$ cat src/hw/disp_ctrl_pkg.sv
package disp_ctrl_pkg;

	// ------------------------------------------------------------
	// Geometry
	// ------------------------------------------------------------
	localparam int unsigned DIGITS      = 8;
	localparam int unsigned GLYPHS      = 16;
	localparam int unsigned GLYPH_ROWS  = 7;
	localparam int unsigned DOT_COLS    = 5;

	// ------------------------------------------------------------
	// Control word fields
	// ------------------------------------------------------------
	localparam int unsigned CW_BRIGHT_LSB = 0;
	localparam int unsigned CW_FLASH_EN   = 3;
	localparam int unsigned CW_BLINK_EN   = 4;
	localparam int unsigned CW_CLEAR      = 7;
	localparam logic [7:0]  CW_RESET      = 8'h00;
	localparam logic [2:0]  BRIGHT_BLANK  = 3'h7;

	// ------------------------------------------------------------
	// Reset values of the other stores
	// ------------------------------------------------------------
	localparam logic [7:0]  FLASH_RESET   = 8'h00;
	localparam logic [3:0]  PTR_RESET     = 4'h0;

	// ------------------------------------------------------------
	// Timing counts
	// ------------------------------------------------------------
	localparam logic [14:0] REFRESH_DIVIDE  = 15'h7000;
	localparam logic [14:0] FLASH_HALF      = 15'h3800;
	localparam logic [1:0]  CLEAR_TICKS     = 2'h3;
	localparam logic [7:0]  INT_REFRESH_HALF = 8'hAF;
	localparam logic [3:0]  PWM_SLOTS       = 4'hF;
	localparam logic [3:0]  ON_SLOTS [8] = '{4'hF, 4'hC, 4'h8, 4'h6, 4'h4, 4'h3, 4'h2, 4'h0};

	// ------------------------------------------------------------
	// Host access targets
	// ------------------------------------------------------------
	typedef enum logic [2:0] {
		RGN_FLASH,
		RGN_PTR,
		RGN_ROW,
		RGN_CTRL,
		RGN_CHAR
	} region_t;

endpackage : disp_ctrl_pkg

$ cat src/hw/brightness_pwm.sv
`timescale 1ns/1ps
`default_nettype none

module brightness_pwm
	import disp_ctrl_pkg::*;
(
	// Clock and reset
	input  wire logic       clk_sys_i,
	input  wire logic       rst_i,
	// Level in, drive out
	input  wire logic [2:0] level_i,
	output var  logic       led_enable_o
);

	logic [3:0] slot_q;

	// ------------------------------------------------------------
	// Fifteen-slot frame gives the on-time ratios exactly
	// ------------------------------------------------------------
	always_ff @(posedge clk_sys_i or posedge rst_i) begin
		if (rst_i) begin
			slot_q <= 4'h0;
		end else if (slot_q == PWM_SLOTS - 4'h1) begin
			slot_q <= 4'h0;
		end else begin
			slot_q <= slot_q + 4'h1;
		end
	end

	always_ff @(posedge clk_sys_i or posedge rst_i) begin
		if (rst_i) begin
			led_enable_o <= 1'b0;
		end else begin
			led_enable_o <= (slot_q < ON_SLOTS[level_i]);
		end
	end

endmodule : brightness_pwm

`default_nettype wire

$ cat src/hw/display_attribute_control_port.sv
`timescale 1ns/1ps
`default_nettype none

// What this block does
// Eight one-bit flash attributes, one per character position.
// Attribute-select low reaches the flash store; upper two address lines ignored.
// Low three address lines pick the digit, 000 leftmost, 111 rightmost.
// Flash write stores data bit 0; other data bits ignored.
// Flagged digits toggle at refresh clock divided by 28,672 when flash enabled.
// Select high, upper lines 00: glyph pointer takes data bits 3..0.
// Select high, lines 01: glyph row, low lines 000..110 pick rows 1..7.
// Glyph row holds five dots in data 4..0, bit 4 leftmost.
// Select high, lines 10: control word; low lines ignored.
// Control word write updates all eight bits together.
// Bits 2..0 set intensity, 000 brightest, 111 blank.
// Codes 000..110 give 100,80,53,40,27,20,13 percent on-time.
// Bit 3 low ignores attributes; high honours them.
// Bit 4 high blinks all digits at refresh clock over 28,672.
// Whole-display blink overrides per-digit flash.
// Writing bit 7 high clears character and flash stores.
// Clear takes three refresh cycles, then bit 7 returns low.
// Host strobes write or read exclusively; both or neither is undefined.
// Host holds chip select low per cycle, high between cycles.
// One shared divider drives flash and blink in phase, 50 percent duty.
// Reads return stored values, unused bits zero.
module display_attribute_control_port
	import disp_ctrl_pkg::*;
(
	// Clock and reset
	input  wire logic       clk_sys_i,
	input  wire logic       rst_i,
	// Host parallel port
	input  wire logic       cs_n_i,
	input  wire logic       wr_n_i,
	input  wire logic       rd_n_i,
	input  wire logic       attribute_select_n_i,
	input  wire logic [4:0] addr_i,
	input  wire logic [7:0] data_i,
	output var  logic [7:0] data_o,
	output var  logic       data_oe_o,
	// Refresh clock
	input  wire logic       clock_source_select_i,
	input  wire logic       ext_refresh_clk_i,
	output var  logic       refresh_clk_o,
	// Display side
	output var  logic [7:0] digit_visible_o,
	output var  logic       led_enable_o,
	output var  logic       char_store_clear_o
);

	typedef enum logic {
		CLR_IDLE,
		CLR_RUN
	} clr_state_t;

	// ------------------------------------------------------------
	// Address decode
	// ------------------------------------------------------------
	function automatic region_t region_of(input logic sel_n, input logic [1:0] upper);
		if (!sel_n) begin
			return RGN_FLASH;
		end
		case (upper)
			2'b00:   return RGN_PTR;
			2'b01:   return RGN_ROW;
			2'b10:   return RGN_CTRL;
			default: return RGN_CHAR;
		endcase
	endfunction : region_of

	// ------------------------------------------------------------
	// Pin synchronisers
	// ------------------------------------------------------------
	logic [18:0] pin_s1_q;
	logic [18:0] pin_s2_q;

	always_ff @(posedge clk_sys_i or posedge rst_i) begin
		if (rst_i) begin
			// Idle pins: strobes high, refresh clock and source select low
			pin_s1_q <= 19'h0_000F;
			pin_s2_q <= 19'h0_000F;
		end else begin
			pin_s1_q <= {ext_refresh_clk_i, clock_source_select_i, data_i, addr_i,
				attribute_select_n_i, rd_n_i, wr_n_i, cs_n_i};
			pin_s2_q <= pin_s1_q;
		end
	end

	logic       cs_n_s;
	logic       wr_n_s;
	logic       rd_n_s;
	logic       sel_n_s;
	logic [4:0] addr_s;
	logic [7:0] data_s;
	logic       cls_s;
	logic       ext_clk_s;

	assign cs_n_s    = pin_s2_q[0];
	assign wr_n_s    = pin_s2_q[1];
	assign rd_n_s    = pin_s2_q[2];
	assign sel_n_s   = pin_s2_q[3];
	assign addr_s    = pin_s2_q[8:4];
	assign data_s    = pin_s2_q[16:9];
	assign cls_s     = pin_s2_q[17];
	assign ext_clk_s = pin_s2_q[18];

	// ------------------------------------------------------------
	// Access strobes
	// ------------------------------------------------------------
	// Both strobes low is undefined; it is simply not acted on
	logic    wr_act;
	logic    rd_act;
	logic    wr_act_q;
	logic    wr_go;
	region_t rgn;

	assign wr_act = !cs_n_s && !wr_n_s && rd_n_s;
	assign rd_act = !cs_n_s && wr_n_s && !rd_n_s;
	assign wr_go  = wr_act && !wr_act_q;
	assign rgn    = region_of(sel_n_s, addr_s[4:3]);

	always_ff @(posedge clk_sys_i or posedge rst_i) begin
		if (rst_i) begin
			wr_act_q <= 1'b0;
		end else begin
			wr_act_q <= wr_act;
		end
	end

	// ------------------------------------------------------------
	// Refresh clock source
	// ------------------------------------------------------------
	logic [7:0] int_div_q;
	logic       int_clk_q;
	logic       ext_clk_q;
	logic       int_clk_prev_q;
	logic       refresh_tick;

	always_ff @(posedge clk_sys_i or posedge rst_i) begin
		if (rst_i) begin
			int_div_q <= 8'h00;
			int_clk_q <= 1'b0;
		end else if (int_div_q == INT_REFRESH_HALF - 8'h01) begin
			int_div_q <= 8'h00;
			int_clk_q <= !int_clk_q;
		end else begin
			int_div_q <= int_div_q + 8'h01;
		end
	end

	always_ff @(posedge clk_sys_i or posedge rst_i) begin
		if (rst_i) begin
			ext_clk_q      <= 1'b0;
			int_clk_prev_q <= 1'b0;
			refresh_clk_o  <= 1'b0;
		end else begin
			ext_clk_q      <= ext_clk_s;
			int_clk_prev_q <= int_clk_q;
			refresh_clk_o  <= cls_s && int_clk_q;
		end
	end

	// Each source keeps its own edge history, so a source switch gives no false tick
	assign refresh_tick = cls_s ? (int_clk_q && !int_clk_prev_q) : (ext_clk_s && !ext_clk_q);

	// ------------------------------------------------------------
	// Shared flash and blink divider
	// ------------------------------------------------------------
	logic [14:0] flash_cnt_q;
	logic        phase_on;

	always_ff @(posedge clk_sys_i or posedge rst_i) begin
		if (rst_i) begin
			flash_cnt_q <= 15'h0000;
		end else if (refresh_tick) begin
			if (flash_cnt_q == REFRESH_DIVIDE - 15'h0001) begin
				flash_cnt_q <= 15'h0000;
			end else begin
				flash_cnt_q <= flash_cnt_q + 15'h0001;
			end
		end
	end

	assign phase_on = (flash_cnt_q < FLASH_HALF);

	// ------------------------------------------------------------
	// Control word and clear sequence
	// ------------------------------------------------------------
	logic [7:0] ctrl_q;
	clr_state_t clr_state_q;
	logic [1:0] clr_cnt_q;
	logic       clr_start;
	logic       clr_done;

	assign clr_start = wr_go && rgn == RGN_CTRL && data_s[CW_CLEAR];
	assign clr_done  = clr_state_q == CLR_RUN && refresh_tick && clr_cnt_q == CLEAR_TICKS - 2'h1;

	always_ff @(posedge clk_sys_i or posedge rst_i) begin
		if (rst_i) begin
			ctrl_q <= CW_RESET;
		end else if (wr_go && rgn == RGN_CTRL) begin
			// A fresh write wins over the self-clear of bit 7
			ctrl_q <= data_s;
		end else if (clr_done) begin
			ctrl_q[CW_CLEAR] <= 1'b0;
		end
	end

	always_ff @(posedge clk_sys_i or posedge rst_i) begin
		if (rst_i) begin
			clr_state_q <= CLR_IDLE;
			clr_cnt_q   <= 2'h0;
		end else begin
			case (clr_state_q)
				CLR_IDLE: begin
					clr_cnt_q <= 2'h0;
					if (clr_start) begin
						clr_state_q <= CLR_RUN;
					end
				end
				CLR_RUN: begin
					if (clr_done) begin
						clr_state_q <= CLR_IDLE;
					end else if (refresh_tick) begin
						clr_cnt_q <= clr_cnt_q + 2'h1;
					end
				end
				default: clr_state_q <= CLR_IDLE;
			endcase
		end
	end

	always_ff @(posedge clk_sys_i or posedge rst_i) begin
		if (rst_i) begin
			char_store_clear_o <= 1'b0;
		end else begin
			char_store_clear_o <= clr_start || (clr_state_q == CLR_RUN && !clr_done);
		end
	end

	// ------------------------------------------------------------
	// Flash attribute store
	// ------------------------------------------------------------
	logic [7:0] flash_q;

	always_ff @(posedge clk_sys_i or posedge rst_i) begin
		if (rst_i) begin
			flash_q <= FLASH_RESET;
		end else if (clr_start) begin
			flash_q <= FLASH_RESET;
		end else if (wr_go && rgn == RGN_FLASH) begin
			flash_q[addr_s[2:0]] <= data_s[0];
		end
	end

	// ------------------------------------------------------------
	// Custom glyph pointer and rows
	// ------------------------------------------------------------
	logic [3:0] ptr_q;
	logic [4:0] glyph_mem [GLYPHS * GLYPH_ROWS];
	logic [6:0] row_idx;
	logic       row_ok;

	assign row_ok  = addr_s[2:0] != 3'h7;
	assign row_idx = 7'({ptr_q, 3'h0} - {3'h0, ptr_q} + {4'h0, addr_s[2:0]});

	always_ff @(posedge clk_sys_i or posedge rst_i) begin
		if (rst_i) begin
			ptr_q <= PTR_RESET;
		end else if (wr_go && rgn == RGN_PTR) begin
			ptr_q <= data_s[3:0];
		end
	end

	// Glyph data is not reset: it is pattern storage, not control
	always_ff @(posedge clk_sys_i) begin
		if (wr_go && rgn == RGN_ROW && row_ok) begin
			glyph_mem[row_idx] <= data_s[DOT_COLS-1:0];
		end
	end

	// ------------------------------------------------------------
	// Read port
	// ------------------------------------------------------------
	logic [7:0] rd_mux;

	always_comb begin
		rd_mux = 8'h00;
		case (rgn)
			RGN_FLASH: rd_mux = {7'h00, flash_q[addr_s[2:0]]};
			RGN_PTR:   rd_mux = {4'h0, ptr_q};
			RGN_ROW:   rd_mux = row_ok ? {3'h0, glyph_mem[row_idx]} : 8'h00;
			RGN_CTRL:  rd_mux = ctrl_q;
			default:   rd_mux = 8'h00;
		endcase
	end

	always_ff @(posedge clk_sys_i or posedge rst_i) begin
		if (rst_i) begin
			data_o    <= 8'h00;
			data_oe_o <= 1'b0;
		end else begin
			data_o    <= rd_act ? rd_mux : 8'h00;
			data_oe_o <= rd_act;
		end
	end

	// ------------------------------------------------------------
	// Digit visibility and brightness
	// ------------------------------------------------------------
	always_ff @(posedge clk_sys_i or posedge rst_i) begin
		if (rst_i) begin
			digit_visible_o <= 8'hFF;
		end else if (ctrl_q[CW_BLINK_EN]) begin
			digit_visible_o <= {DIGITS{phase_on}};
		end else if (ctrl_q[CW_FLASH_EN]) begin
			digit_visible_o <= ~flash_q | {DIGITS{phase_on}};
		end else begin
			digit_visible_o <= 8'hFF;
		end
	end

	brightness_pwm brightness_pwm_inst (
		.clk_sys_i    (clk_sys_i),
		.rst_i        (rst_i),
		.level_i      (ctrl_q[CW_BRIGHT_LSB +: 3]),
		.led_enable_o (led_enable_o)
	);

	// ------------------------------------------------------------
	// Checks
	// ------------------------------------------------------------
	logic [4:0] blank_run_q;

	always_ff @(posedge clk_sys_i or posedge rst_i) begin
		if (rst_i) begin
			blank_run_q <= 5'h00;
		end else if (ctrl_q[2:0] == BRIGHT_BLANK) begin
			blank_run_q <= (blank_run_q == 5'h1F) ? blank_run_q : blank_run_q + 5'h01;
		end else begin
			blank_run_q <= 5'h00;
		end
	end

	a_flash_store_write: assert property (
		@(posedge clk_sys_i) disable iff (rst_i)
		(wr_go && rgn == RGN_FLASH && !clr_start)
		|=> flash_q[$past(addr_s[2:0])] == $past(data_s[0]))
		else $error("flash attribute not stored");

	a_pointer_write: assert property (
		@(posedge clk_sys_i) disable iff (rst_i)
		(wr_go && rgn == RGN_PTR) |=> ptr_q == $past(data_s[3:0]))
		else $error("glyph pointer not loaded");

	a_ctrl_all_bits: assert property (
		@(posedge clk_sys_i) disable iff (rst_i)
		(wr_go && rgn == RGN_CTRL) |=> ctrl_q == $past(data_s))
		else $error("control word not fully updated");

	a_clear_flash: assert property (
		@(posedge clk_sys_i) disable iff (rst_i)
		clr_start |=> flash_q == FLASH_RESET && char_store_clear_o)
		else $error("clear did not empty stores");

	a_clear_ends: assert property (
		@(posedge clk_sys_i) disable iff (rst_i)
		(clr_done && !(wr_go && rgn == RGN_CTRL)) |=> !ctrl_q[CW_CLEAR] && clr_state_q == CLR_IDLE)
		else $error("clear bit not returned low");

	a_divider_range: assert property (
		@(posedge clk_sys_i) disable iff (rst_i)
		(refresh_tick && flash_cnt_q == REFRESH_DIVIDE - 15'h0001) |=> flash_cnt_q == 15'h0000)
		else $error("flash divider did not wrap");

	a_steady_no_flash: assert property (
		@(posedge clk_sys_i) disable iff (rst_i)
		(!ctrl_q[CW_FLASH_EN] && !ctrl_q[CW_BLINK_EN]) |=> digit_visible_o == 8'hFF)
		else $error("digits not steady with flash off");

	a_blink_override: assert property (
		@(posedge clk_sys_i) disable iff (rst_i)
		ctrl_q[CW_BLINK_EN] |=> digit_visible_o == {DIGITS{$past(phase_on)}})
		else $error("blink did not override flash");

	a_blank_level: assert property (
		@(posedge clk_sys_i) disable iff (rst_i)
		(blank_run_q >= 5'h02) |-> !led_enable_o)
		else $error("blank level still drives leds");

	a_read_ptr_zero: assert property (
		@(posedge clk_sys_i) disable iff (rst_i)
		(rd_act && rgn == RGN_PTR) |=> data_oe_o && data_o == {4'h0, $past(ptr_q)})
		else $error("pointer read wrong");

endmodule : display_attribute_control_port

`default_nettype wire

$ cat config.mk
export PLATFORM = sky130hd
export DESIGN_NAME = display_attribute_control_port
export DESIGN_NICKNAME = d
export VERILOG_FILES = /design/src/hw/disp_ctrl_pkg.sv /design/src/hw/brightness_pwm.sv /design/src/hw/display_attribute_control_port.sv
export SDC_FILE = /design/constraint.sdc
export NUM_CORES = 1
export LEC_CHECK = 0
export BUFFER_PORTS_ARGS = -buffer_cell sky130_fd_sc_hd__buf_4
export CORE_MARGIN = 2
export CORE_UTILIZATION = 23
export CTS_CLUSTER_DIAMETER = 120
export CTS_CLUSTER_SIZE = 12
export DETAILED_ROUTE_END_ITERATION = 7
export SYNTH_ARGS = -nofsm -noshare
export SYNTH_HDL_FRONTEND = slang
export SYNTH_SLANG_ARGS = --single-unit
export TNS_END_PERCENT = 100
$ cat constraint.sdc
create_clock -name clk_sys_i -period 7.7 [get_ports clk_sys_i]
set_input_delay 1.155 -clock clk_sys_i [delete_from_list [all_inputs] [get_ports clk_sys_i]]
set_output_delay 1.155 -clock clk_sys_i [all_outputs]
set_load 0.02 [all_outputs]
# ---- Yosys cells after proc, flatten, opt, wreduce, memory -nomap -nowiden
# Memory sizes are Yosys's and may differ from the RTL's.
# Cells that the tools add are included.
dict set report totals {
  in_bits 21
  n_memories 2
  mem_bits_rw 560
  wordCells 112
  output_inout_bits 20
  rom_bits 32
  ff_bits 112
}
# name depth word_bits rd rd_ports_with_merged_regs wr line_no
set mem_list {}
lappend mem_list {glyph_mem 112 5 1 0 1 display_attribute_control_port.sv:260} ;# logic [4:0] glyph_mem [GLYPHS * GLYPH_ROWS];
lappend mem_list {{(name not given)} 8 4 1 0 0 brightness_pwm.sv:34} ;# led_enable_o <= (slot_q < ON_SLOTS[level_i]);
dict set report classes {
  bitwise_logic 4
  eq_ne 12
  n_reduce_logical 32
  n_lt_le_gt_ge 5
  add_sub_neg 6
  n_mux 30
}
# cell n
set op_table {}
lappend op_table {{$mux W8} 6}
lappend op_table {{$pmux W8 S4} 1}
lappend op_table {{$logic_and A1 B1 Y1} 18}
lappend op_table {{$add A15 B1 Y15 const B} 1}
lappend op_table {{$eq A15 B15 Y1 const B} 1}
lappend op_table {{$lt A15 B14 Y1 const B} 1}
lappend op_table {{$mux W15} 1}
lappend op_table {{$mux W4} 3}
lappend op_table {{$mux W1} 9}
lappend op_table {{$pmux W3 S3} 1}
lappend op_table {{$add A8 B1 Y8 const B} 1}
lappend op_table {{$bwmux W8} 1}
lappend op_table {{$eq A8 B8 Y1 const B} 1}
lappend op_table {{$logic_not A1 Y1} 8}
lappend op_table {{$not A8 Y8} 1}
lappend op_table {{$or A8 B8 Y8} 1}
lappend op_table {{$add A7 B3 Y7} 1}
lappend op_table {{$sub A7 B4 Y7} 1}
lappend op_table {{$eq A3 B2 Y1 const B} 2}
lappend op_table {{$mux W5} 1}
lappend op_table {{$add A4 B1 Y4 const B} 1}
lappend op_table {{$eq A2 B2 Y1 const B} 2}
lappend op_table {{$eq A4 B4 Y1 const B} 1}
lappend op_table {{$ge A4 B4 Y1 const B} 1}
lappend op_table {{21 further kinds} 24}

# ---- Logic depth before layout (Yosys ltp)
# Gate-level depths: netlist of the first run.
dict set report depth {
  ltp_word 8
  mapped_depth 16
  mapped_depth_nobuf 11
}

# ---- Cells and area by module
# Synthesis of the first run repeated with hierarchy kept, for this count alone.
dict set report unflattened {
  hier_cells 1420
  hier_area_um2 26775.7
}
# mod seq_area_each_um2 n_inst area_each_um2 cells_per_inst
set by_module_without_submodules {}
lappend by_module_without_submodules {display_attribute_control_port 19513.7 1 26440.4 1385}
lappend by_module_without_submodules {brightness_pwm 125.1 1 335.3 35}

# ---- Worst setup path after synthesis of the first run
# Ideal clock, no wire load.
dict set report synth_timing {
  path_type {reg-to-reg}
  from {register pin_s2_q[4]}
  to {memory glyph_mem[57][0] (enable)}
  slack_ps 4317
  period_less_slack_ps 3383
  arrival_ps 3043
  path_buffers 5
  setup_ps 340
  stages_incl_launch_ff 14
  required_time_ps 7360
  cell_sequence {dfrtp_1 > clkbuf_1 > inv_1 > ha_1 > inv_1 > fa_1 > xor2_1 > nor2_1 > buf_2 > buf_2 > buf_2 > nand2_1 > clkbuf_1 > nor2_1}
}
dict set report synth_between {
  elab_chain_cells 4
  word_cells_on_any_way 5
  cone_classes {1 x add/sub; 1 x eq/ne; 2 x mux; 1 x reduce/logical}
}
# element line_no
set synth_rtl {}
lappend synth_rtl {{from (decl)} display_attribute_control_port.sv:75} ;# logic [18:0] pin_s2_q;
lappend synth_rtl {{from (signal assigned)} display_attribute_control_port.sv:85} ;# pin_s2_q <= pin_s1_q;
lappend synth_rtl {{parallel branches: the longest is 4 deep, another holds $add A7 B3 Y7} --}
lappend synth_rtl {{to (decl)} display_attribute_control_port.sv:260}
# Several ways; the timed one is not identified.

# ---- Worst setup path in the final report of the first run
dict set report layout_timing {
  from {register pin_s2_q[4]}
  to {memory glyph_mem[3][3] (enable)}
}
# The elaborated chain is that of the path after synthesis.

==> impl_metrics.yaml, run 1 <==
die:
  start_util_pct: 23.24
  floorplan.die.height_um: 347.1
  floorplan.die.width_um: 347.1
  fp-row-count: 125
  design.core.area_um2: 116500
  floorplan.die_area_um2: 120500
  design.portCount: 41
timing:
  timing.slew.headroom_pct: 22.40
  timing_max_transition_violations_final: 0
  post-route-min-period_ns: 4.406
  finalSetupViolCount: 0
  setup-tns-final_ns: 0
  worst_clock_skew_ns: 0.03633
  tightest_slew_ns: 1.164
  layout_worst_path_cycle_share_pct: 57.22
  grt_setup_unrepaired: "no"
  hold_violations: 0
  timing.fmax_mhz: 227.0
clocking:
  clkSlewWorstSetupHoldPaths_ns: 0.06
  cts_tree: "done"
  cts_resized: 0
  clock_tree.buffer_depth: 3
  cts_hold_repair.buffers: 0
  clock_tree.htree_level_count: 2
  post_cts.repair.setup_buffers: 0
  cts_sinks: 672
  cts_made_buffers: 61
  clock_insertion_delay_worst_skew_ns: 0.64
  root_buffer: "clkbuf_16"
drt:
  drc: 0
  first_pass_iters: 6
  wire_per_inst_um: 19.07
  antenna_violating_nets_post_route: 0
  drt_iter0_markers: 1210
  route.final.wire_length_um: 63320
  via_per_inst: 4.395
  dr_vias: 14590
placement:
  place.detailed.hpwl_um: 38480
  place.port_buffers: 40
  place_inst: 3204
  routabilityCongestion: 0.7781
layout:
  most-common-layout-cells: "edfxtp_1, mux2i_1, nor2_1"
  antenna_cells: 0
  fin_cells: 3320
  area_growth_syn_to_layout_pct: 13.90
  num-fill-cells: 11760
  nets: 1780
  layout.core_utilization_pct: 26.47
  final_layout_size_suffix_gt1_share_pct: 10.75
  most_common_cell_after_layout_fill_and_taps_aside: "edfxtp_1"
yosys:
  number_of_nets_produced_by_synthesis: 1745
  seq_area_frac_synth_pct: 72.53
  ys_types: 65
  syn_area_um2: 27080
  synth_top_area_share_pct: 62.10
  post_synth_arst_share_pct: 16.67
  ys_warn_count: 0
  synth-main-ff-cell: "edfxtp_1"
  synthCells: 1708
  synth_top_area_cell: "edfxtp_1"
  synth_area_leaders: "edfxtp_1, mux2i_1, dfrtp_1"
  avgSynthCellArea_um2: 15.85
  synth-seq-cells: 672
  synth_edf_count: 560
power_and_ir_drop:
  combinationalPowerShare_pct: 19.9
  switching_power_mw: 2.470
  pwr-share-seq_pct: 47.4
  vdd_ir_drop_max_mv: 0.2241
  p_int_mw: 6.091
  switching_share_pct: 28.85
  power_leakage_nw: 10.55
  power_density_nw_per_um2: 277.6
  power.share.clock_pct: 32.7
worst_hold_path:
  hold_removal_path_class: "flop to flop"
  min-delay-start: "pin_s1_q[17]"
  timing.hold.worst_endpoint: "pin_s2_q[17]"
  holdPathStages: 0
run:
  max_cap_viols: 0
grt:
  gr-usage-all-layers_pct: 10.36
  antenna_found_initial: 1
  first_pass_grt_wire_length_um: 95570
  overflow: 0
  grt_start_max_net_pins: 141
  first_global_vias: 15000
setup_path:
  timing.critical_path.required_ns: 7.99
  reg2reg_setup_slack_ns: 3.29
  worst-path-max-fanout: 38
  worst_r2r_path_depth: 8
  regToRegStartpoint: "pin_s2_q[4]"
  r2r_end: "glyph_mem[3][3]"
  startpoint_type_of_the_worst_setup_path: "flop"
  critical_path_class: "flop to flop"
  worst_setup_path_end_kind: "flop"
  worstPathArrival_ns: 4.69
run_status:
  run_status: "finished, final reports clean"
==> per-stage QoR <==
stage / area (µm²) / power (mW) / worst slack (ns) / hold WS [ns]
finish: 30840 / 8.561 / 3.294 / 0.3464
CTS: 30840 / 8.620 / 3.262 / 0.3493
detailed placement: 29060 / 5.832 / 3.229 / 0.3355
global route: 30840 / 8.882 / 3.040 / 0.3583
global placement: 29060 / 5.823 / 3.343 / 0.3322
floorplan: 27080 / 5.307 / 3.612 / 0.3312
==> worst max path at each step <==
stage | start | to | cells past startpoint
after CTS | pin_s2_q[4] | glyph_mem[42][0] | 8
after detailed placement | pin_s2_q[4] | glyph_mem[26][0] | 8
after floorplan | rst_i | brightness_pwm_inst.led_enable_o | 1
after global routing | pin_s2_q[4] | glyph_mem[27][1] | 8
after global placement | pin_s2_q[4] | glyph_mem[3][2] | 8
final | pin_s2_q[4] | glyph_mem[3][3] | 8
==> area by class of cell <==
type                       instances  area, µm²  area share (%)
tap                             1524       1907           6.182
multi-input combinational        932       6960           22.57
inverter                          14      55.05          0.1785
clock inverter                     2      38.79          0.1258
timing repair buffer              62      478.0           1.550
clock buffer                     114       1747           5.663
sequential                       672      19660           63.73
==> cell families (layout without fill, tap and decap cells) <==
family,count (synthesis),after routing,synth area share [%]
compound gates,243,243,6.584
xor+xnor,26,26,0.8410
fa+ha+maj,16,16,0.7670
buf+inv,104,192,1.959
flops,672,672,72.53
mux,308,308,11.53
simple gates,339,339,5.794
==> power by group through the flow <==
stage	clock [mW]	combinational [mW]	sequential, mW
finish	2.80	1.71	4.05
CTS	2.86	1.70	4.06
global placement	0	1.69	4.13
floorplan	0	1.20	4.11
global route	3.00	1.82	4.06
detailed placement	0	1.70	4.13
==> critical path, cell delays in order, from the launching register on <==
cell and delay [ns]:
dfrtp_1 0.46, inv_1 0.21, ha_4 0.16, inv_1 0.05, fa_1 0.46, xnor2_1 0.32
and2_2 0.79, nand2_1 0.94, nor2_1 0.67
==> cells in the mapped netlist (4+ instances only) <==
| cell type | n |
|---|---|
| nor4_1 | 4 |
| nand2_1 | 57 |
| buf_2 | 31 |
| nand2b_1 | 8 |
| a221oi_2 | 4 |
| nor2_1 | 161 |
| xnor2_1 | 14 |
| inv_1 | 14 |
| and2_1 | 7 |
| buf_6 | 4 |
| nand4_1 | 6 |
| mux2_2 | 11 |
| a221oi_1 | 16 |
| o22ai_1 | 7 |
| dfstp_2 | 16 |
| a31oi_1 | 4 |
| a22oi_1 | 117 |
| nor3_1 | 9 |
| or2_2 | 10 |
| a211oi_1 | 15 |
| xor2_1 | 12 |
| nand3_1 | 28 |
| clkbuf_1 | 30 |
| ha_1 | 15 |
| edfxtp_1 | 560 |
| buf_4 | 19 |
| o21ai_0 | 12 |
| a21oi_1 | 40 |
| and3_1 | 27 |
| mux2i_1 | 295 |
| buf_1 | 6 |
| dfrtp_1 | 96 |
| nor3b_1 | 7 |
==> registers in the layout, summed over array words and instances (netlist names), 4 cells and up <==
name / flops
digit_visible_o: 8
pin_s1_q: 19
pin_s2_q: 19
ctrl_q: 8
glyph_mem: 560
data_o: 8
brightness_pwm_inst.slot_q: 4
ptr_q: 4
int_div_q: 8
flash_cnt_q: 15
flash_q: 8
==> per-layer routing <==
| metal | vias up | track usage, % | routed length, µm |
|---|---|---|---|
| li1 | 6658 | - | - |
| met1 | 7384 | 13.63 | 27010 |
| met2 | 451 | 17.21 | 30460 |
| met3 | 100 | 1.698 | 3956 |
| met4 | 0 | 3.629 | 1903 |
| met5 | - | 0 | 0 |
Note: power is estimated with default switching activity, not from simulation.
==> run 2, diff against run 1 <==
==> constraint.sdc (replaced) <==
create_clock -name clk_sys_i -period 4.6 [get_ports clk_sys_i]
set_input_delay 0.69 -clock clk_sys_i [delete_from_list [all_inputs] [get_ports clk_sys_i]]
set_output_delay 0.69 -clock clk_sys_i [all_outputs]
set_load 0.02 [all_outputs]
==> run 2 against run 1 <==
Against the previous run:
- flip-flop and latch count unchanged
- non-clock buffer count up 24
- sequential share of layout area down 0.48 points
- power up 69%
- cell count up 0.75%
- combinational power up 71%
- global-route usage about the same
- clock-buffer cell count unchanged
- hold slack worse by 0.19 ns
- sequential power up 68%
- die area unchanged
- via count up 0.73%
==> impl_metrics.yaml, run 2 (same netlist as run 1, synthesis figures left out) <==
timing:
  worst_clock_skew_ns: 0.02257
  post-route-min-period_ns: 3.874
  timing_max_transition_violations_final: 0
  finalSetupViolCount: 0
  layout_worst_path_cycle_share_pct: 84.22
  tightest_slew_ns: 1.044
  hold_violations: 0
  timing.slew.headroom_pct: 30.42
  timing.final.ws_setup_ns: 0.7257
  grt_setup_unrepaired: "no"
  finalHoldWorstSlack_ns: 0.1595
  timing.fmax_mhz: 258.1
  setup-tns-final_ns: 0
layout:
  top_regs: "glyph_mem: 560 flops, pin_s1_q: 19 flops, pin_s2_q: 19 flops"
  most_common_cell_after_layout_fill_and_taps_aside: "edfxtp_1"
  final_layout_size_suffix_gt1_share_pct: 11.92
  largest_reg_flops: 560
  num-fill-cells: 11710
  multi_input_area_um2: 6960
  most-common-layout-cells: "edfxtp_1, mux2i_1, nor2_1"
  area_growth_syn_to_layout_pct: 14.76
  register_ranked_first_by_flip_flop_count: "glyph_mem"
  nets: 1804
  area.sequential_um2: 19660
  layout.core_utilization_pct: 26.67
setup_path:
  worst_r2r_path_depth: 9
  timing.critical_path.required_ns: 4.88
  worstPathArrival_ns: 4.15
  r2r_end: "glyph_mem[0][0]"
  worst-path-max-fanout: 35
  reg2reg_setup_slack_ns: 0.73
  regToRegStartpoint: "pin_s2_q[4]"
  worst_setup_path_end_kind: "flop"
  critical_path_class: "flop to flop"
  startpoint_type_of_the_worst_setup_path: "flop"
grt:
  gr-usage-all-layers_pct: 10.37
  overflow: 0
  antenna_found_initial: 1
  first_global_vias: 14940
  first_pass_grt_wire_length_um: 95710
  grt_start_max_net_pins: 87
die:
  design.core.area_um2: 116500
  floorplan.die_area_um2: 120500
  floorplan.die.height_um: 347.1
  start_util_pct: 23.24
  design.portCount: 41
  fp-row-count: 125
  floorplan.die.width_um: 347.1
power_and_ir_drop:
  power_leakage_nw: 10.68
  power_mw: 14.45
  power_density_nw_per_um2: 464.9
  vdd_ir_drop_max_mv: 0.2893
drt:
  drt_iter0_markers: 1324
  wire_per_inst_um: 18.97
  first_pass_iters: 5
  via_per_inst: 4.395
  drc: 0
  dr_vias: 14700
  antenna_violating_nets_post_route: 0
  route.final.wire_length_um: 63470
placement:
  place.detailed.hpwl_um: 39290
  routabilityCongestion: 0.7918
  place.port_buffers: 40
  place_worst_setup_slack_ns: 0.7864
run_status:
  run_status: "finished, final reports clean"
clocking:
  root_buffer: "clkbuf_16"
  cts_tree: "done"
  cts_hold_repair.buffers: 0
  cts_resized: 0
  cts_made_buffers: 61
  clkSlewWorstSetupHoldPaths_ns: 0.07
  clock_tree.buffer_depth: 3
  clock_tree.htree_level_count: 2
  post_cts.repair.setup_buffers: 0
  clock_insertion_delay_worst_skew_ns: 0.64
  cts_sinks: 672
worst_hold_path:
  timing.hold.worst_endpoint: "pin_s1_q[11]"
  min-delay-start: "data_i[2]"
  holdPathStages: 1
  hold_removal_path_class: "primary input to flop"
run:
  max_cap_viols: 0
[run 2: area by class of cell]
class | count | share of cell area (%)
Clock inverter | 2 | 0.1248
Antenna cell | 1 | 0.008052
Timing Repair Buffer | 86 | 2.279
Tap cell | 1524 | 6.136
Multi-Input combinational cell | 932 | 22.40
Sequential cell | 672 | 63.26
Inverter | 14 | 0.1772
Clock buffer | 114 | 5.621
[run 2: worst max path at each step]
stage / start / endpoint / cells past startpoint
detailed placement: pin_s2_q[4] / glyph_mem[0][2] / 9
CTS: pin_s2_q[4] / data_o[4] / 12
global placement: pin_s2_q[7] / glyph_mem[93][0] / 8
finish: pin_s2_q[4] / glyph_mem[0][0] / 9
floorplan: rst_i / brightness_pwm_inst.led_enable_o / 1
global route: pin_s2_q[4] / glyph_mem[0][0] / 9
[run 2: metal layers]
metal / share of wire [%] / up-vias / GRT usage [%]
met5: 0 / - / 0
met4: 2.1 / 0 / 2.999
met3: 5.7 / 85 / 1.896
met2: 47 / 389 / 16.93
met1: 45 / 7518 / 14.01
li1: - / 6708 / -
[run 2: metrics by stage]
step | std cells | cell area (µm²)
4_1_cts | 3344 | 31070
6_report | 3345 | 31080
5_1_grt | 3344 | 31070
3_3_place_gp | 3228 | 29290
2_1_floorplan | 1708 | 27080
3_5_place_dp | 3228 | 29290
[run 2: critical path: stages (launching register included)]
cell	delay, ns
dfrtp_1	0.47
inv_1	0.21
ha_4	0.16
inv_1	0.04
fa_1	0.46
xor2_1	0.23
nor2_4	0.76
nand2_1	0.42
buf_4	0.35
nor2_1	0.40
[run 2: report_power, final]
group | total [mW] | leakage [nW] | switching (mW) | internal [mW]
sequential | 6.81 | 6.42 | 0.138 | 6.67
combinational | 2.93 | 3.42 | 1.88 | 1.05
clock | 4.71 | 0.841 | 2.18 | 2.54
total | 14.4 | 10.7 | 4.19 | 10.3
==> run 3, diff against run 2 <==
==> constraint.sdc (replaced) <==
create_clock -name clk_sys_i -period 3.7 [get_ports clk_sys_i]
set_input_delay 0.555 -clock clk_sys_i [delete_from_list [all_inputs] [get_ports clk_sys_i]]
set_output_delay 0.555 -clock clk_sys_i [all_outputs]
set_load 0.02 [all_outputs]
==> run 3 against run 2 <==
Against the previous run:
- utilization increased by 0.88 points
- sequential share of layout area decreased by 2.0 points
- die area unchanged
- via count increased by 3.3%
- design area increased by 3.3%
- flip-flop and latch count unchanged
- fmax increased by 9.6%
- sequential power increased by 24%
- largest cell class unchanged
- non-clock buffer count increased by 124
- global-route usage increased by 0.26 points
- cell count increased by 3.6%
- highest routed layer unchanged
==> impl_metrics.yaml, run 3 (same netlist as run 1, synthesis figures left out) <==
drt:
  dr_vias: 15180
  via_per_inst: 4.378
  antenna_violating_nets_post_route: 0
  wire_per_inst_um: 19.04
  drt_iter0_markers: 1537
  drc: 0
  first_pass_iters: 5
  route.final.wire_length_um: 66000
timing:
  timing.slew.headroom_pct: 38.19
  timing.final.ws_setup_ns: 0.1637
  post-route-min-period_ns: 3.536
  tightest_slew_ns: 0.9250
  worst_clock_skew_ns: 0.03027
  layout_worst_path_cycle_share_pct: 95.58
  hold_violations: 0
  finalSetupViolCount: 0
  timing_max_transition_violations_final: 0
  setup-tns-final_ns: 0
  finalHoldWorstSlack_ns: 0.03936
  grt_setup_unrepaired: "no"
  timing.fmax_mhz: 282.8
layout:
  num-fill-cells: 11710
  antenna_cells: 0
  area_growth_syn_to_layout_pct: 18.56
  register_ranked_first_by_flip_flop_count: "glyph_mem"
  top_regs: "glyph_mem: 560 flops, pin_s1_q: 19 flops, pin_s2_q: 19 flops"
  nets: 1929
  final_layout_size_suffix_gt1_share_pct: 16.98
  most-common-layout-cells: "edfxtp_1, mux2i_1, buf_4"
  most_common_cell_after_layout_fill_and_taps_aside: "edfxtp_1"
  fin_cells: 3467
  largest_reg_flops: 560
clocking:
  cts_tree: "done"
  clkSlewWorstSetupHoldPaths_ns: 0.07
  clock_tree.htree_level_count: 2
  clock_insertion_delay_worst_skew_ns: 0.64
  clock_tree.buffer_depth: 3
  cts_sinks: 672
  root_buffer: "clkbuf_16"
  cts_made_buffers: 61
grt:
  overflow: 0
  gr-usage-all-layers_pct: 10.63
  grt_start_max_net_pins: 71
  first_pass_grt_wire_length_um: 97520
  antenna_found_initial: 2
  first_global_vias: 15040
setup_path:
  r2r_end: "data_o[1]"
  cpMostUsedCell: "inv_1"
  cpPeakStageDelay_ns: 0.72
  timing.critical_path.required_ns: 4.23
  startpoint_type_of_the_worst_setup_path: "flop"
  regToRegStartpoint: "pin_s2_q[4]"
  worstPathCellList: "inv_1 > ha_4 > inv_1 > fa_1 > xnor2_1 > nor2_4 > a22oi_1 > and3_1 > a211oi_1 > nor4_1 > a31o_1"
  worst_r2r_path_depth: 11
  reg2reg_setup_slack_ns: 0.16
  worst_setup_path_end_kind: "flop"
  worstPathArrival_ns: 4.07
  worst-path-max-fanout: 29
  critical_path_class: "flop to flop"
  critPathSlowestCell: "nor2_4"
die:
  floorplan.die.height_um: 347.1
  start_util_pct: 23.24
  floorplan.die.width_um: 347.1
  design.core.area_um2: 116500
  fp-row-count: 125
  floorplan.die_area_um2: 120500
  design.portCount: 41
placement:
  place_inst: 3341
  place.detailed.hpwl_um: 42460
  routabilityCongestion: 0.8110
  place.port_buffers: 40
  place_worst_setup_slack_ns: 0.1440
run_status:
  run_status: "finished, final reports clean"
power_and_ir_drop:
  vdd_ir_drop_max_mv: 0.3267
  power_mw: 18.11
  power_leakage_nw: 11.33
  power_density_nw_per_um2: 564.0
worst_hold_path:
  min-delay-start: "wr_n_i"
  hold_removal_path_class: "primary input to flop"
  holdPathStages: 1
  timing.hold.worst_endpoint: "pin_s1_q[1]"
run:
  max_cap_viols: 0
[run 3: cell count changes in the layout (fill, tap and decap cells not counted), sizes merged]
| cell | previous run | this run |
|---|---|---|
| clkinv | 1 | 0 |
| buf | 86 | 199 |
| clkbuf | 114 | 113 |
| diode | 1 | 0 |
| and2 | 8 | 9 |
| dlygate4sd3 | 0 | 11 |
[run 3: per-layer routing]
metal  track usage, %  vias to the layer above  wire [µm]
li1                 -                     6960          -
met1            14.74                     7650      29640
met2            17.22                      484      30920
met3            1.854                       85       4127
met4            2.529                        0       1313
met5                0                        -          0
[run 3: area by class of cell]
type,instances,area (µm²),share of cell area (%)
inverters,14,55.05,0.1715
flip-flops and latches,672,19660,61.23
clock buffers,113,1722,5.363
clock inverters,1,20.02,0.06236
repair buffers,210,1767,5.503
multi-input cells,933,6975,21.73
well taps,1524,1907,5.940
[run 3: critical path, delay by kind of cell, from the launching register on]
kind,cells,cell delay [ns]
AND/OR/NAND/NOR,3,1.11
AO/OA/AOI/OAI,3,0.89
adder cells (fa/ha/maj),2,0.63
flip-flops,1,0.38
XOR/XNOR,1,0.22
buffers and inverters,2,0.20
[run 3: per-stage QoR]
stage | area (µm²) | util [%]
detailed placement | 30240 | 25.95
floorplan | 27080 | -
CTS | 32090 | 27.54
global placement | 30240 | 25.95
finish | 32100 | 27.55
global route | 32100 | 27.55
[run 3: power breakdown]
group	total [mW]	internal, mW	switching, mW
clock network	5.77	3.10	2.66
registers	8.44	8.29	0.152
logic	3.90	1.48	2.42
total	18.1	12.9	5.24
[run 3: worst max path at each step]
stage | endpoint | slack, ns | start
after global routing | data_o[1] | 0.0005 | pin_s2_q[4]
after detailed placement | data_o[2] | 0.14 | pin_s2_q[4]
final | data_o[1] | 0.16 | pin_s2_q[4]
after CTS | data_o[2] | 0.14 | pin_s2_q[4]
after floorplan | brightness_pwm_inst.led_enable_o | 0.21 | rst_i
after global placement | data_o[2] | 0.19 | pin_s2_q[4]
[run 3: timing repair]
| item | CTS | global route |
|---|---|---|
| setup endpoints to repair | 0 | 1 |
| endpoints found under the hold margin | 36 | 0 |
| gates resized for setup | 0 | 1 |
| hold buffers | 11 | 0 |
| setup buffers | 0 | 0 |
